[config.mk]
export PLATFORM = sky130hd
export DESIGN_NAME = emb_pin_ctrl
export DESIGN_NICKNAME = d
export VERILOG_FILES = /design/src/hdl/emb_pkg.sv /design/src/hdl/emb_bank_if.sv /design/src/hdl/emb_bank_decode.sv /design/src/hdl/emb_pin_ctrl.sv
export VERILOG_INCLUDE_DIRS = /design/src /design/src/hdl
export SDC_FILE = /design/constraint.sdc
export NUM_CORES = 1
export LEC_CHECK = 0
export BUFFER_PORTS_ARGS = -buffer_cell sky130_fd_sc_hd__buf_4
export CAP_MARGIN = 10
export CORE_UTILIZATION = 38
export DETAILED_ROUTE_END_ITERATION = 10
export PLACE_DENSITY = 0.87
export SLEW_MARGIN = 40
export SYNTH_ARGS = -nofsm -noshare
export SYNTH_HDL_FRONTEND = slang
export SYNTH_SLANG_ARGS = --single-unit
[constraint.sdc]
create_clock -name ref_clk -period 2.4 [get_ports ref_clk]
set_input_delay 0 -clock ref_clk [delete_from_list [all_inputs] [get_ports ref_clk]]
set_output_delay 0 -clock ref_clk [all_outputs]
set_load 0.05 [all_outputs]
[src/hdl/emb_params.svh]
// Constants for the external memory bus pin block.
// Assumes inclusion by bare name from design files under hdl/.
`ifndef EMB_PARAMS_SVH
`define EMB_PARAMS_SVH
`define EMB_BUS_WIDTH 24
`define EMB_LOW_ADDR_WIDTH 3
`define EMB_GP_LINES 6
`define EMB_BANKS 8
`define EMB_ALE_CYCLES 1
`define EMB_CAS_GP_INDEX 3
`define EMB_WAIT_GP_INDEX 4
`define EMB_BURST_MAX 8
`define EMB_PATTERN_DEPTH 16
`endif

[src/hdl/emb_pkg.sv]
// Types shared by the external memory bus pin block.
// Assumes nothing beyond a SystemVerilog compiler.
`default_nettype none
package emb_pkg;
  typedef enum logic [1:0] {
    EMB_MACH_NONE,
    EMB_MACH_CHIPSEL,
    EMB_MACH_SDRAM,
    EMB_MACH_PATTERN
  } emb_machine_t;
endpackage : emb_pkg
`default_nettype wire

[src/hdl/emb_bank_if.sv]
// Bank select passed from the access sequencer to the bank decoder; decoded bank options passed back.
// Assumes one clock domain; carries plain levels.
`default_nettype none
interface emb_bank_if;
  logic [2:0] bankSel;
  emb_pkg::emb_machine_t machine;
  logic bufCtrlDisable;
  modport seq (output bankSel, input machine, input bufCtrlDisable);
  modport dec (input bankSel, output machine, output bufCtrlDisable);
endinterface : emb_bank_if
`default_nettype wire

[src/hdl/emb_bank_decode.sv]
// Decodes per-bank machine type and buffer-control-disable bit.
// Assumes the option levels arrive as flat vectors, stable between accesses.
`default_nettype none
`include "emb_params.svh"
module emb_bank_decode #(
  parameter int BANKS = `EMB_BANKS
) (
  // Option table
  input wire logic [2*BANKS-1:0] bankMachine,
  input wire logic [BANKS-1:0] bankBufCtrlDisable,
  // Sequencer side
  emb_bank_if.dec bank
);
  wire logic [1:0] selMachine;
  assign selMachine = bankMachine[bank.bankSel*2 +: 2];
  assign bank.machine = emb_pkg::emb_machine_t'(selMachine);
  assign bank.bufCtrlDisable = bankBufCtrlDisable[bank.bankSel];
endmodule : emb_bank_decode
`default_nettype wire

[src/hdl/emb_pin_ctrl.sv]
// External memory bus pin controller: muxed address/data bus, latch strobe,
// low address pins, buffer direction control and shared strobe pins.
// Assumes pins are synchronous to ref_clk and all option inputs are static
// during an access.
//
// Overview of operation
// - SDRAM banks: shared strobe pin acts as SDRAM column strobe.
// - Pattern mode: six general lines driven each cycle from pattern array.
// - Chip-select banks: termination pin is input that ends the access.
// - Pattern mode: termination pin may be wait input stalling the sequencer.
// - Buffer control active only for chip-select or pattern banks, never SDRAM.
// - Buffer control suppressed when the bank's disable bit is set.
// - Buffer control is the transceiver write/read direction.
// - Buffer control high after reset and in every address phase.
// - Low address bits always shown on dedicated unlatched pins.
// - Low address pins step per beat during burst accesses.
// - Addresses and data share one 24-bit bidirectional bus.
// - Shared bus carries the address while the latch strobe is asserted.
// - After the strobe, bus drives write data or floats to sample reads.
// - Shared bus floats right after the final write data transfer.
`default_nettype none
`include "emb_params.svh"
module emb_pin_ctrl #(
  parameter int WIDTH = `EMB_BUS_WIDTH,
  parameter int BANKS = `EMB_BANKS,
  parameter int DEPTH = `EMB_PATTERN_DEPTH
) (
  // Clock and reset
  input wire logic ref_clk,
  input wire logic rst,
  // Access request from the internal bus
  input wire logic reqValid,
  input wire logic reqWrite,
  input wire logic [2:0] reqBank,
  input wire logic [WIDTH-1:0] reqAddr,
  input wire logic [WIDTH-1:0] reqWdata,
  input wire logic [3:0] reqBeats,
  input wire logic waitEnable,
  output logic reqReady,
  output logic doneStrobe,
  output logic [WIDTH-1:0] readData,
  // Bank options
  input wire logic [2*BANKS-1:0] bankMachine,
  input wire logic [BANKS-1:0] bankBufCtrlDisable,
  input wire logic [DEPTH*`EMB_GP_LINES-1:0] patternArray,
  // Multiplexed address/data bus
  input wire logic [WIDTH-1:0] muxedAddrDataIn,
  output logic [WIDTH-1:0] muxedAddrDataOut,
  output logic muxedAddrDataOe,
  output logic addrLatchStrobe,
  output logic [`EMB_LOW_ADDR_WIDTH-1:0] lowAddrPins,
  output logic bufferDirCtrlPin,
  // Shared strobe pins
  output logic [`EMB_GP_LINES-1:0] gpLines,
  output logic sdramColStrobePin,
  input wire logic transferAckIn,
  output logic transferAckOe
);
  // ----------------------------------------------------------------------
  // Bank decode
  // ----------------------------------------------------------------------
  typedef enum logic [1:0] {ST_IDLE, ST_ADDR, ST_DATA} emb_state_t;
  emb_state_t state, next_state;
  emb_bank_if bank ();
  emb_bank_decode #(.BANKS(BANKS)) u_dec (
    .bankMachine(bankMachine),
    .bankBufCtrlDisable(bankBufCtrlDisable),
    .bank(bank)
  );
  logic [2:0] curBank;
  logic curWrite;
  logic [WIDTH-1:0] curAddr;
  logic [3:0] beatsLeft;
  logic [3:0] patIdx;
  logic curWaitEn;
  assign bank.bankSel = curBank;

  // ----------------------------------------------------------------------
  // Decodes
  // ----------------------------------------------------------------------
  wire logic isSdram = (bank.machine == emb_pkg::EMB_MACH_SDRAM);
  wire logic isPattern = (bank.machine == emb_pkg::EMB_MACH_PATTERN);
  wire logic isChipSel = (bank.machine == emb_pkg::EMB_MACH_CHIPSEL);
  // Buffer control may move only for chip-select or pattern banks.
  wire logic bufAllowed = (isChipSel | isPattern) & ~bank.bufCtrlDisable;
  // Termination pin: ack for chip-select, wait for pattern when enabled.
  wire logic ackSeen = isChipSel & transferAckIn;
  wire logic waitSeen = isPattern & curWaitEn & transferAckIn;
  wire logic pinIsInput = isChipSel | (isPattern & curWaitEn);
  wire logic lastBeat = (beatsLeft == 4'h0);
  wire logic beatDone = isChipSel ? ackSeen : ~waitSeen;
  wire logic finishing = (state == ST_DATA) & beatDone & lastBeat;
  wire logic [`EMB_GP_LINES-1:0] patWord = patternArray[patIdx*`EMB_GP_LINES +: `EMB_GP_LINES];
  // The low pins must show the beat now on the bus, so they follow the
  // stepped address instead of lagging one beat behind it.
  wire logic stepAddr = (state == ST_DATA) & beatDone & ~lastBeat;
  wire logic [WIDTH-1:0] nextAddr = curAddr + WIDTH'(1);
  wire logic [2:0] nextLow = stepAddr ? nextAddr[2:0] : curAddr[2:0];

  always_comb begin
    next_state = state;
    case (state)
      ST_IDLE: begin
        if (reqValid) begin
          next_state = ST_ADDR;
        end
      end
      ST_ADDR: begin
        next_state = ST_DATA;
      end
      ST_DATA: begin
        if (finishing) begin
          next_state = ST_IDLE;
        end
      end
      default: begin
        next_state = ST_IDLE;
      end
    endcase
  end

  // ----------------------------------------------------------------------
  // Sequencer
  // ----------------------------------------------------------------------
  always_ff @(posedge ref_clk) begin
    if (rst) begin
      state <= ST_IDLE;
      curBank <= 3'h0;
      curWrite <= 1'b0;
      curAddr <= '0;
      beatsLeft <= 4'h0;
      patIdx <= 4'h0;
      curWaitEn <= 1'b0;
    end else begin
      state <= next_state;
      // Bank and mode are captured only when idle, so pin roles never
      // change in the middle of an access.
      if (state == ST_IDLE && reqValid) begin
        curBank <= reqBank;
        curWrite <= reqWrite;
        curAddr <= reqAddr;
        beatsLeft <= reqBeats;
        curWaitEn <= waitEnable;
        patIdx <= 4'h0;
      end else if (state == ST_DATA && beatDone && !lastBeat) begin
        beatsLeft <= beatsLeft - 4'h1;
        curAddr <= nextAddr;
      end
      if (state != ST_IDLE && isPattern && !waitSeen) begin
        patIdx <= patIdx + 4'h1;
      end
    end
  end

  // ----------------------------------------------------------------------
  // Pin drivers
  // ----------------------------------------------------------------------
  wire logic addrPhase = (next_state == ST_ADDR);
  wire logic dataNext = (next_state == ST_DATA);
  always_ff @(posedge ref_clk) begin
    if (rst) begin
      addrLatchStrobe <= 1'b0;
      muxedAddrDataOut <= '0;
      muxedAddrDataOe <= 1'b0;
      lowAddrPins <= '0;
      bufferDirCtrlPin <= 1'b1;
      gpLines <= '0;
      sdramColStrobePin <= 1'b1;
      transferAckOe <= 1'b0;
      reqReady <= 1'b0;
      doneStrobe <= 1'b0;
      readData <= '0;
    end else begin
      addrLatchStrobe <= addrPhase;
      // Address while strobe high, then write data or float for reads.
      muxedAddrDataOut <= addrPhase ? reqAddr : reqWdata;
      muxedAddrDataOe <= addrPhase | (dataNext & curWrite & ~finishing);
      lowAddrPins <= addrPhase ? reqAddr[2:0] : nextLow;
      // High from reset and through address phase; low only for reads on
      // buffered banks so the transceiver drives toward the controller.
      bufferDirCtrlPin <= addrPhase | ~dataNext | curWrite | ~bufAllowed;
      gpLines <= isPattern && state != ST_IDLE ? patWord : '0;
      sdramColStrobePin <= ~(isSdram && state == ST_DATA);
      transferAckOe <= isPattern & ~pinIsInput;
      reqReady <= (next_state == ST_IDLE) & ~reqValid;
      doneStrobe <= finishing;
      if (state == ST_DATA && beatDone && !curWrite) begin
        readData <= muxedAddrDataIn;
      end
    end
  end
endmodule : emb_pin_ctrl
`default_nettype wire

==> results.md <==
- Leak: 3.23 nW
- Syn Inst Count: 375
- Syn nets: 583
- Worst rel slew slack: 46.5%
- Global-route wire length before repair: 23600 um
- Library cells used by synthesis: 43
- Storage cell area: 1650 um^2
- Layout Cells excl Fill: 863
- Area leader, netlist: dfxtp_1
- Fill count: 653
- Vias in the first global route: 4822
- RSZ-0062 raised after global routing: yes
- Seq/Total Area, Yosys: 41.8%
- Clock buffer depth: 2
- FP Rows: 36
- Switching share of power: 28.1%
- N_diodes: 0
- Worst Setup End Kind: flip-flop
- Max Cap Viol: 0
- Synth area leaders: dfxtp_1, mux4_2, mux2i_1
- Worst-path fanout max: 6
- Clock power share: 33.2%
- Required time worst endpoint: 2.60 ns
- Power per standard cell area: 551 nW/um^2
- IO Count: 269
- Hold/Removal Path Class: in2reg
- GRT Total Usage: 27.8%
- Root buffer cell: clkbuf_8
- Max Fclk: 422 MHz
- Core area: 9910 um^2
- CTS tree: done
- Startpoint types: flip-flop
- Crit. Startpoint: bank.bankSel[0]$_SDFFE_PP0P_
- Reg-to-Reg Start: bank.bankSel[0]$_SDFFE_PP0P_
- Min-delay src: reqAddr[1]
- Crit path DAT: 2.57 ns
- CTS sink cnt: 82
- Status: finished clean
- Die W: 104 um
- # setup viols final: 0
- Initial Utilization: 39.7%
- #FFs+latches synth: 82
- Post-synth EDFFs: 0
- Worst Tran Pin Value: 0.803 ns
- Comb pwr share: 29.7%
- FFs w/ async S/R, synth: 0%
- Pins Over Slew Limit: 0
- Chip height: 104 um
- Post-DP Area: 6090 um^2
- Layout cell share with drive strength beyond 1: 48.5%
- First-pass iteration count of the detailed router: 4
- Total number of yosys warnings: 0
- Total power: 0.00402 W
- Synthesized area: 3930 um^2
- Final wirelength: 15500 um
- Hold Violations, Final: 0
- First DRT Iteration DRCs: 204
- NumNets Final: 933
- Die ar.: 10800 um^2
- # H-tree levels: 3
- Mean post-synth cell area: 10.5 um^2
- Tmin final: 2.37 ns
- Sequential Power Share: 37.1%
- IO Port Bufs: 268
- Post-DP HPWL: 9750 um
- Vias: 4477
- Largest net degree at the start of global routing: 82
- Worst Skew: 0.0138 ns
- Clock Latency Late Sink: 0.35 ns
- CP Class: reg2reg
- Top FF cell, synth: dfxtp_1
- Top-area cell type share of the netlist area: 41.8%
- Fin util: 73.7%
- Routed Antenna Nets: 0
- Period utilization: 98.7%
- Avg WL per Cell: 18.0 um
- Residual DRC: 0
- Cts bufs inserted: 9
- DR vias/cell: 5.19
- Fin area: 7310 um^2
- Antenna violations before repair: 0
- Worst VDD drop: 0.000425 V
- Area delta synth->final: 85.9%
- Placed cells: 759
- Gpl congestion: 0.852
- Clock slew at reported path FFs: 0.09 ns
- Multi-input gate area: 2170 um^2
- Internal power: 0.00289 W
- Total net switching power: 0.00113 W
- GRT overflow: 0
power by group through the flow:
stage               sequential (W)  clock, W  combinational, W
floorplan                  0.00173         0          0.000351
global placement           0.00152         0          0.000988
detailed placement         0.00152         0           0.00102
CTS                        0.00149   0.00137           0.00113
global route               0.00150   0.00143           0.00126
finish                     0.00149   0.00133           0.00120
critical path, stage by stage, from the launching register on:
cell	delay (ns)
dfxtp_4	0.41
mux4_2	0.51
mux2_4	0.30
buf_6	0.14
a211oi_4	0.28
buf_6	0.16
clkbuf_16	0.16
mux2i_1	0.21
nor2_1	0.07
worst paths after layout:
check	end	slack (ns)	depth (start not counted)
max	readData[3]$_SDFFE_PP0P_	0.03	8
min	curAddr[1]$_SDFFE_PP0P_	0.03	3
max reg2reg	readData[3]$_SDFFE_PP0P_	0.03	8
min reg2reg	transferAckOe$_SDFF_PP0_	0.48	1
cell usage in the layout, fill, tap and decap left out, drive strengths merged, types with 6 or more instances in the layout:
cell           n
mux4          36
nor2b         10
buf          283
mux2i         29
a211oi         6
nand2         66
nor2          36
a21oi         34
clkbuf        12
dfxtp         82
dlygate4sd3   82
per-stage QoR:
stage                     setup WS [ns]  hold slack, ns  TNS (ns)
after CTS                        0.0282         0.00184         0
after detailed placement        -0.0959           0.200     -2.00
final                            0.0305          0.0301         0
after global placement           0.0106           0.201         0
after floorplan                  0.0482          0.0793         0
after global routing            -0.0466          0.0378    -0.487
metal layers:
metal / global-route usage, % / wire, um / vias up
met3: 8.37 / 1090 / 64
met5: 0 / 0 / -
li1: - / - / 2043
met1: 28.1 / 5480 / 2140
met2: 51.4 / 8250 / 230
met4: 14.6 / 677 / 0
flip-flops by register name, summed over array words and instances (netlist names), 2 cells and up:
register,flops
lowAddrPins,3
beatsLeft,4
bank.bankSel,3
readData,24
curAddr,3
gpLines,6
state,2
patIdx,4
muxedAddrDataOut,24
logic make-up (layout without fill, tap and decap cells):
family,after synthesis,after routing,synth area share (%)
compound gates,53,53,8.05
xor+xnor,2,2,0.446
fa+ha+maj,3,3,0.955
buf+inv,31,386,3.53
flops,82,82,41.8
mux,67,67,29.5
simple gates,137,137,15.8
final cells by class:
type / count / share of cell area [%]
sequential: 82 / 22.5
clock buffer: 10 / 1.88
multi-input combinational: 262 / 29.7
inverter: 3 / 0.154
clock inverter: 6 / 1.87
timing repair buffer: 367 / 41.5
tap: 133 / 2.28
Yosys cell counts (2+ instances only):
| cell | number |
|---|---|
| nor2_1 | 36 |
| dfxtp_1 | 82 |
| a211oi_1 | 5 |
| mux4_2 | 30 |
| nand3_1 | 3 |
| buf_6 | 3 |
| nand4_1 | 2 |
| nand2_1 | 65 |
| clkbuf_1 | 19 |
| nor3b_1 | 3 |
| and2_1 | 2 |
| ha_1 | 3 |
| nor2b_1 | 10 |
| nand3b_1 | 3 |
| inv_1 | 3 |
| o21ai_0 | 4 |
| a21oi_1 | 34 |
| mux2_2 | 2 |
| mux4_1 | 6 |
| a31oi_1 | 2 |
| buf_1 | 6 |
| nor3_1 | 4 |
| mux2i_1 | 28 |
repair_timing:
item	4_1_cts	5_1_grt
resized for setup	3	15
pin swaps	0	1
buffers inserted	0	3
endpoints found under the setup margin	34	29
cloned	0	3
hold buffers	82	0
endpoints found under the hold margin	59	0
(Power assumes the default switching activity.)
